`src/logic/buck_regs_pkg.sv`:
```
// Summary of operation
// status bits follow their live condition, high only while it holds
// flag bits set on their event and stay set until cleared
// output-low flag sets when output under 70% while current limited
// output-high flag sets when output exceeds regulation by 20%
// thermal trip flag sets when the over-temperature detector trips
// current limit flag sets when inductor current reaches its limit
// brown-out flag sets when feedback under 80% without current limit
// failed-start flag sets when feedback misses 90% by soft-start end
// power good is delayed by a tenth of the soft-start time
// discontinuous status high in DISCONTINUOUS_STATUS with power save, shutdown, soft start
// power good status high exactly while power good output is released
// switching_enable low holds switches off; start needs bit and pin high
// writing fault_clear clears the six flags; the bit reads back zero
// internal_load_enable turns on the output pull-down while slewing down
// frequency code 00..11 selects 250k, 500k, 750k or 1 MHz
// power-on delay code selects 0, 250us, 500us, 1, 2, 4, 8, 16 ms
// soft-start code selects 250us to 8ms for 000..101, 16ms for 111
// power save code 01 low-iq, 10 ultrasonic, 00 and 11 off
// ultrasonic minimum frequency code is {reg3 bit5, reg2 bit5}
// undefined soft-start code 110 runs as the longest soft start
// a flag event in the cycle of a clear still sets the flag
package buck_regs_pkg;
	localparam int ADDR_W = 8;
	localparam int DATA_W = 8;
	localparam logic [7:0] ADDR_STATUS = 8'h00;
	localparam logic [7:0] ADDR_CTRL   = 8'h01;
	localparam logic [7:0] ADDR_TIME_A = 8'h02;
	localparam logic [7:0] ADDR_TIME_B = 8'h03;
	localparam logic [7:0] RST_CTRL    = 8'h01;
	localparam logic [7:0] RST_TIME_A  = 8'h20;
	localparam logic [7:0] RST_TIME_B  = 8'h2e;
	localparam int BIT_SW_EN   = 0;
	localparam int BIT_CLEAR   = 1;
	localparam int BIT_IL_EN   = 2;
	localparam int BIT_ULTRASONIC_MIN_FREQ_SELECT    = 5;
	localparam int FLD_LO      = 2;
	localparam int FLD_HI      = 4;
	localparam int FLAG_UV     = 0;
	localparam int FLAG_OV     = 1;
	localparam int FLAG_OT     = 2;
	localparam int FLAG_CURRENT_LIMIT_FLAG   = 3;
	localparam int FLAG_BO     = 4;
	localparam int FLAG_DNS    = 5;
	localparam int NFLAGS      = 6;
	localparam int STAT_DCM    = 6;
	localparam int STAT_PG     = 7;
	localparam int PIN_UV70    = 0;
	localparam int PIN_CURRENT_LIMIT_FLAG    = 1;
	localparam int PIN_OV120   = 2;
	localparam int PIN_OT      = 3;
	localparam int PIN_FB80    = 4;
	localparam int PIN_FB90    = 5;
	localparam int PIN_PGWIN   = 6;
	localparam int PIN_DCM     = 7;
	localparam int PIN_EN      = 8;
	localparam int PIN_SLEW    = 9;
	localparam int NPINS       = 10;
	localparam logic [1:0] PSV_LOWIQ = 2'h1;
	localparam logic [1:0] PSV_ULTRA = 2'h2;
	localparam logic [2:0] SST_MAXSHIFT = 3'h5;
	localparam logic [6:0] SST_LONGEST  = 7'h40;
	localparam int CLOCK_PERIOD_NS = 10;
	localparam int STEP_TIME_US    = 250;
	localparam int STEP_CYCLES     = (STEP_TIME_US * 1000) / CLOCK_PERIOD_NS;
	localparam int PG_DELAY_DIV    = 10;
	localparam int TMR_W           = 24;
	localparam int MAX_STEPS       = 64;
endpackage

```
`src/logic/buck_ctrl_status_timing_regs.sv`:
```
`timescale 1ns/1ps
`default_nettype none
module buck_ctrl_status_timing_regs #(
	parameter int UNIT_CYCLES = buck_regs_pkg::STEP_CYCLES
) (
	input  wire logic                        clock,
	input  wire logic                        rst_b,
	input  wire logic                        reg_wr,
	input  wire logic [buck_regs_pkg::ADDR_W-1:0] reg_addr,
	input  wire logic [buck_regs_pkg::DATA_W-1:0] reg_wdata,
	output logic      [buck_regs_pkg::DATA_W-1:0] reg_rdata,
	input  wire logic                        out_below_70,
	input  wire logic                        current_limit_hit,
	input  wire logic                        out_above_120,
	input  wire logic                        thermal_trip,
	input  wire logic                        fb_below_80,
	input  wire logic                        fb_above_90,
	input  wire logic                        out_in_window,
	input  wire logic                        zero_cross_dcm,
	input  wire logic                        enable_pin,
	input  wire logic                        slewing_down,
	output logic                             switch_allow,
	output logic                             soft_start_active,
	output logic                             power_good,
	output logic                             internal_load_on,
	output logic      [1:0]                  freq_select,
	output logic                             low_iq_power_save,
	output logic                             ultrasonic_power_save,
	output logic      [1:0]                  ultrasonic_min_freq_select
);
	import buck_regs_pkg::*;

	if (UNIT_CYCLES < PG_DELAY_DIV || UNIT_CYCLES * MAX_STEPS >= 2 ** TMR_W) begin : g_bad_unit
		$error("UNIT_CYCLES out of the range the timers can serve");
	end

	localparam logic [TMR_W-1:0] UNIT_T = TMR_W'(UNIT_CYCLES);
	localparam logic [TMR_W-1:0] PG_UNIT_T = TMR_W'(UNIT_CYCLES / PG_DELAY_DIV);

	typedef enum logic [1:0] {SEQ_OFF, SEQ_POD, SEQ_SOFT, SEQ_RUN} seq_e;

	typedef struct packed {
		logic [NPINS-1:0]  meta;
		logic [NPINS-1:0]  pin;
		logic [NFLAGS-1:0] flags;
		logic              sw_en;
		logic              il_en;
		logic [5:0]        time_a;
		logic [5:0]        time_b;
		seq_e              seq;
		logic [TMR_W-1:0]  tmr;
		logic              fb_seen;
		logic [TMR_W-1:0]  pg_tmr;
		logic              pg_rel;
		logic [DATA_W-1:0] rdata;
	} state_s;

	localparam state_s RESET_STATE = '{
		meta:    '0,
		pin:     '0,
		flags:   '0,
		sw_en:   RST_CTRL[BIT_SW_EN],
		il_en:   RST_CTRL[BIT_IL_EN],
		time_a:  RST_TIME_A[5:0],
		time_b:  RST_TIME_B[5:0],
		seq:     SEQ_OFF,
		tmr:     '0,
		fb_seen: 1'b0,
		pg_tmr:  '0,
		pg_rel:  1'b0,
		rdata:   '0
	};

	state_s q;
	state_s d;

	logic [NPINS-1:0]  pins_raw;
	logic [NFLAGS-1:0] flag_set;
	logic              fault_clear_wr;
	logic              start_ok;
	logic              ps_enabled;
	logic [6:0]        pod_steps;
	logic [6:0]        ss_steps;
	logic [TMR_W-1:0]  pod_target;
	logic [TMR_W-1:0]  ss_target;
	logic [TMR_W-1:0]  pg_target;
	logic [DATA_W-1:0] status_word;
	logic [2:0]        pod_code;
	logic [2:0]        ss_code;

	assign pins_raw = {slewing_down, enable_pin, zero_cross_dcm, out_in_window, fb_above_90,
		fb_below_80, thermal_trip, out_above_120, current_limit_hit, out_below_70};

	// timing decode, in steps of the base delay
	assign pod_code = q.time_a[FLD_HI:FLD_LO];
	assign ss_code  = q.time_b[FLD_HI:FLD_LO];

	always_comb begin
		pod_steps = '0;
		if (pod_code != 3'h0) begin
			pod_steps = 7'(7'h01 << (pod_code - 3'h1));
		end
		if (ss_code <= SST_MAXSHIFT) begin
			ss_steps = 7'(7'h01 << ss_code);
		end else begin
			ss_steps = SST_LONGEST;
		end
	end

	assign pod_target = TMR_W'(pod_steps * UNIT_T);
	assign ss_target  = TMR_W'(ss_steps * UNIT_T);
	assign pg_target  = TMR_W'(ss_steps * PG_UNIT_T);

	assign ps_enabled = (q.time_b[1:0] == PSV_LOWIQ) || (q.time_b[1:0] == PSV_ULTRA);
	assign start_ok   = q.sw_en && q.pin[PIN_EN];

	assign fault_clear_wr = reg_wr && (reg_addr == ADDR_CTRL) && reg_wdata[BIT_CLEAR];

	// fault events from the synchronised comparators
	always_comb begin
		flag_set = '0;
		flag_set[FLAG_UV]   = q.pin[PIN_UV70] && q.pin[PIN_CURRENT_LIMIT_FLAG];
		flag_set[FLAG_OV]   = q.pin[PIN_OV120];
		flag_set[FLAG_OT]   = q.pin[PIN_OT];
		flag_set[FLAG_CURRENT_LIMIT_FLAG] = q.pin[PIN_CURRENT_LIMIT_FLAG];
		flag_set[FLAG_BO]   = q.pin[PIN_FB80] && !q.pin[PIN_CURRENT_LIMIT_FLAG];
		flag_set[FLAG_DNS]  = (q.seq == SEQ_SOFT) && (q.tmr >= ss_target)
			&& !q.fb_seen && !q.pin[PIN_FB90];
	end

	always_comb begin
		status_word = '0;
		status_word[NFLAGS-1:0] = q.flags;
		status_word[STAT_DCM] = (q.seq != SEQ_RUN)
			|| (ps_enabled && q.pin[PIN_DCM]);
		status_word[STAT_PG] = q.pg_rel;
	end

	always_comb begin
		d = q;
		// two-stage synchroniser for all analog-side levels
		d.meta = pins_raw;
		d.pin  = q.meta;

		// sticky flags, set wins over clear
		if (fault_clear_wr) begin
			d.flags = flag_set;
		end else begin
			d.flags = q.flags | flag_set;
		end

		// register writes
		if (reg_wr) begin
			case (reg_addr)
				ADDR_CTRL: begin
					d.sw_en = reg_wdata[BIT_SW_EN];
					d.il_en = reg_wdata[BIT_IL_EN];
				end
				ADDR_TIME_A: begin
					d.time_a = reg_wdata[5:0];
				end
				ADDR_TIME_B: begin
					d.time_b = reg_wdata[5:0];
				end
				default: begin
					d.sw_en = q.sw_en;
				end
			endcase
		end

		// start-up sequencer
		case (q.seq)
			SEQ_OFF: begin
				d.tmr = '0;
				if (start_ok) begin
					d.seq = SEQ_POD;
				end
			end
			SEQ_POD: begin
				if (q.tmr >= pod_target) begin
					d.seq = SEQ_SOFT;
					d.tmr = '0;
				end else begin
					d.tmr = q.tmr + 1'b1;
				end
			end
			SEQ_SOFT: begin
				if (q.tmr >= ss_target) begin
					d.seq = SEQ_RUN;
					d.tmr = '0;
				end else begin
					d.tmr = q.tmr + 1'b1;
				end
			end
			SEQ_RUN: begin
				d.tmr = '0;
			end
			default: begin
				d.seq = SEQ_OFF;
				d.tmr = '0;
			end
		endcase
		if (!start_ok) begin
			d.seq = SEQ_OFF;
			d.tmr = '0;
		end

		// power good delay and release
		if (q.seq == SEQ_SOFT || q.seq == SEQ_RUN) begin
			if (q.pin[PIN_FB90]) begin
				d.fb_seen = 1'b1;
			end
			if (q.fb_seen && q.pg_tmr < pg_target) begin
				d.pg_tmr = q.pg_tmr + 1'b1;
			end
			d.pg_rel = q.fb_seen && (q.pg_tmr >= pg_target) && q.pin[PIN_PGWIN];
		end else begin
			d.fb_seen = 1'b0;
			d.pg_tmr  = '0;
			d.pg_rel  = 1'b0;
		end

		// read data, one cycle after the address
		case (reg_addr)
			ADDR_STATUS: d.rdata = status_word;
			ADDR_CTRL:   d.rdata = DATA_W'({q.il_en, 1'b0, q.sw_en});
			ADDR_TIME_A: d.rdata = DATA_W'(q.time_a);
			ADDR_TIME_B: d.rdata = DATA_W'(q.time_b);
			default:     d.rdata = '0;
		endcase
	end

	always_ff @(posedge clock or negedge rst_b) begin
		if (!rst_b) begin
			q <= RESET_STATE;
		end else begin
			q <= d;
		end
	end

	assign reg_rdata                  = q.rdata;
	assign switch_allow               = (q.seq == SEQ_SOFT) || (q.seq == SEQ_RUN);
	assign soft_start_active          = (q.seq == SEQ_SOFT);
	assign power_good                 = q.pg_rel;
	assign internal_load_on           = q.il_en && q.pin[PIN_SLEW];
	assign freq_select                = q.time_a[1:0];
	assign low_iq_power_save          = (q.time_b[1:0] == PSV_LOWIQ);
	assign ultrasonic_power_save      = (q.time_b[1:0] == PSV_ULTRA);
	assign ultrasonic_min_freq_select = {q.time_b[BIT_ULTRASONIC_MIN_FREQ_SELECT], q.time_a[BIT_ULTRASONIC_MIN_FREQ_SELECT]};
endmodule
`default_nettype wire

```
`config.mk`:
```
export PLATFORM = sky130hd
export DESIGN_NAME = buck_ctrl_status_timing_regs
export DESIGN_NICKNAME = d
export VERILOG_FILES = /design/src/logic/buck_regs_pkg.sv /design/src/logic/buck_ctrl_status_timing_regs.sv
export SDC_FILE = /design/constraint.sdc
export NUM_CORES = 1
export LEC_CHECK = 0
export BUFFER_PORTS_ARGS = -buffer_cell sky130_fd_sc_hd__buf_2
export CAP_MARGIN = 20
export CORE_MARGIN = 2
export CORE_UTILIZATION = 45
export CTS_CLUSTER_DIAMETER = 40
export DETAILED_ROUTE_END_ITERATION = 6
export HOLD_SLACK_MARGIN = 0.05
export SLEW_MARGIN = 20
export SYNTH_ARGS = -nofsm -noshare
export SYNTH_HDL_FRONTEND = slang
export SYNTH_SLANG_ARGS = --single-unit
```
`constraint.sdc`:
```
create_clock -name clock -period 6.55 [get_ports clock]
set_input_delay 0.655 -clock clock [delete_from_list [all_inputs] [get_ports clock]]
set_output_delay 0.655 -clock clock [all_outputs]
set_load 0.05 [all_outputs]
```
==> metrics <==
Min Clock Period, post-route 6.17 ns; Congestion Overflow GR 0; IO Port Bufs 44; Clock Tree Buf Depth 2; switching share of power 0.285; height of the die 143 um; Placement Rows 50; Seq/Total Area, Yosys 0.290; Final Setup Violations 0; CTS H-tree lvls 3; post-synth top area share 0.272; PD cells approximately 150 nW/um^2; clock slew at reported path FFs 0.08 ns; Slew headroom 0.500; peak supply drop between 0.0001 and 0.00015 V; max-slew violations 0; Post-synth EDFFs 0; CP required 6.82 ns; Yosys cell types 65; CP Capture Type flip-flop; setup ws final around 0.38 ns; highest net fanout along the worst path 28; register area 2510 um^2; Mapped Cells 900; Main synth FF type dfrtp_1; die width 143 um; Setup WS pre-CTS 0.251 ns; first-pass GRT wire length between 30,000 and 40,000 um; syn_area_per_cell around 9.6 um^2; Critical Path Start Type flip-flop; fraction of synthesis flops using an asynchronous set or reset pin 1.00; worst reg2reg path startpoint q[63]; largest net degree at the start of global routing 56; switching power 399 uW; R2R depth 21; hold_ws 0.281 ns; Core ar. about 19,000 um^2; post-route design area 9590 um^2; die area 20,300 um^2; final net count around 1,200; starting utilization of the core area 0.460; Ys Warns 0; vias per inst 5.36; area of the multi-input gates 5710 um^2; Final Skew 0.0116 ns; initial drt markers 280; Comb power frac 0.178; I/O pin count 47; cell taking the most area after synthesis dfrtp_1; root buffer cell clkbuf_16; final hold violations 0; n_diodes 0; number of global-route vias before repair 6,296; Cell Area, Placed 9250 um^2; sequential power share 0.456; CTS Hold Bufs 0; WP data arrival 6.44 ns; initial antenna violation count 0; status finished, final reports clean; crit path launch q[63]; Total GRT Usage 0.192; WS Path Type reg2reg; min-delay worst type in2async; RSZ-0062 raised after global routing no; worst reg2reg setup slack 0.38 ns; Synth Cell Area 8640 um^2; HPWL after detailed placement ~15,000 um; measured slew at the worst slew-check pin about 0.74 ns; clk_lat worst skew ~0.35 ns; Clk pwr share 0.366; Lkg Pwr between 0.005 and 0.006 uW; WL/cell 15.5 um; Worst Setup EP q[18]; placed cell count 1,178; fillers about 1,800; top post-synthesis cells by area dfrtp_1 (27%), ha_1 (25%), fa_1 (3.9%), inv_1 (3.3%), nor2_1 (3.0%); fmax 162 MHz; Final period util 0.941; final WL ~19,000 um; clock sinks 100; setup TNS 0 ns; layout cells sized above 1 0.142; RR Endpoint q[18]; CTS Buf Count 9; Seq cells post-synth 100; area grow syn2layout 10.9%; Pre-Repair DR Iteration Count 4; Pint 1000 uW; CTS tree built; Max Cap Violations 0; DRT antenna net count 0; via count 6,420; routability cong. 0.814; Post-Layout Cell Count 1,198; DRC Markers 0
==> power by group through the flow <==
| stage | Combinational [uW] | Sequential [uW] | Clock, uW |
|---|---|---|---|
| floorplan | 171 | 646 | 0 |
| global route | 290 | 640 | 554 |
| CTS | 251 | 639 | 530 |
| finish | 249 | 639 | 513 |
| detailed placement | 249 | 651 | 0 |
| global placement | 247 | 651 | 0 |
==> state kept, by name, indices dropped and copies added, names as in the netlist <==
register                    count
d                              10
freq_select                     2
ultrasonic_min_freq_select      2
q                              71
pod_code                        3
flag_set                        3
reg_rdata                       8
power_good                      1
==> cells in the mapped netlist, drive strengths merged, types with 4 or more instances <==
master	count
and2	19
nand2	56
nor2b	6
dfstp	6
o311ai	4
xnor2	25
a22oi	5
nand3	27
a21oi	37
a31oi	5
o31ai	9
o21ai	21
and3	20
inv	76
dfrtp	94
or3	10
clkbuf	19
nor4	8
xor2	27
or2	6
nand2b	6
buf	16
nor2	70
a211oi	5
fa	17
a21o	22
mux2i	5
mux2	19
or4	15
ha	173
nor3	10
nand4	10
o211ai	6
==> worst max-delay path: stages, from the launching register on <==
cell,delay (ns)
dfstp_2,0.60
ha_1,0.22
buf_4,0.16
nor2_1,0.05
and3_1,0.29
fa_1,0.60
fa_1,0.42
ha_1,0.31
ha_1,0.30
ha_1,0.30
inv_1,0.06
o21ai_0,0.28
nor2b_1,0.20
xnor2_1,0.14
ha_1,0.27
a21o_1,0.16
a21oi_1,0.20
nor2_1,0.08
or4_1,0.60
buf_12,0.20
or4_1,0.50
a21oi_1,0.16
==> logic make-up after synthesis <==
kind of cell    after synthesis  synth area share
simple gates                277             0.165
fa+ha+maj                   190             0.290
compound gates              142             0.111
buf+inv                     111            0.0546
flops                       100             0.290
xor+xnor                     52            0.0527
mux                          26            0.0358
other cells                   2          0.000869
==> cell usage in the layout (no fill, tap or decap), types with 15 or more instances in the layout <==
cell type and instances:
ha_1 173, dfrtp_1 92, inv_1 75, nor2_1 70, nand2_1 56, buf_2 43
a21oi_1 37, buf_4 33, nand3_1 27, xor2_1 27, xnor2_1 25, a21o_1 22
and3_1 20, and2_1 19, mux2_2 19, o21ai_0 19, fa_1 17, or4_1 15
==> how the worst min path moves through the flow <==
stage | end | slack, ns | cells past startpoint
6_report | q[22] | 0.28 | 1
5_1_grt | q[22] | 0.32 | 1
4_1_cts | q[22] | 0.30 | 1
3_5_place_dp | q[87] | 0.33 | 0
3_3_place_gp | flag_set[1] | 0.33 | 0
2_1_floorplan | flag_set[1] | 0.33 | 0
==> metrics by stage <==
| stage | util | power (uW) |
|---|---|---|
| detailed placement | 0.493 | 900 |
| CTS | 0.508 | 1420 |
| global route | 0.511 | 1480 |
| global placement | 0.493 | 897 |
| finish | 0.511 | 1400 |
| floorplan | - | 817 |
==> cell type report <==
cell class / count / share of cell area
clock buffers: 10 / 0.0239
clock inverters: 6 / 0.00574
inverters: 76 / 0.0298
multi-input cells: 694 / 0.596
flip-flops and latches: 100 / 0.262
well taps: 234 / 0.0305
repair buffers: 78 / 0.0525
==> layer usage <==
| layer | wire length [um] | global-route usage |
|---|---|---|
| met1 | 9440 | 0.280 |
| met2 | 8480 | 0.305 |
| met3 | 473 | 0.0336 |
| met4 | 135 | 0.0287 |
| met5 | 0 | 0 |
==> timing repair <==
action                                  4_1_cts  5_1_grt
buffers inserted                              0        4
endpoints found under the setup margin        0       35
gates resized for setup                       0        7
Power figures use the tool's default switching activity.
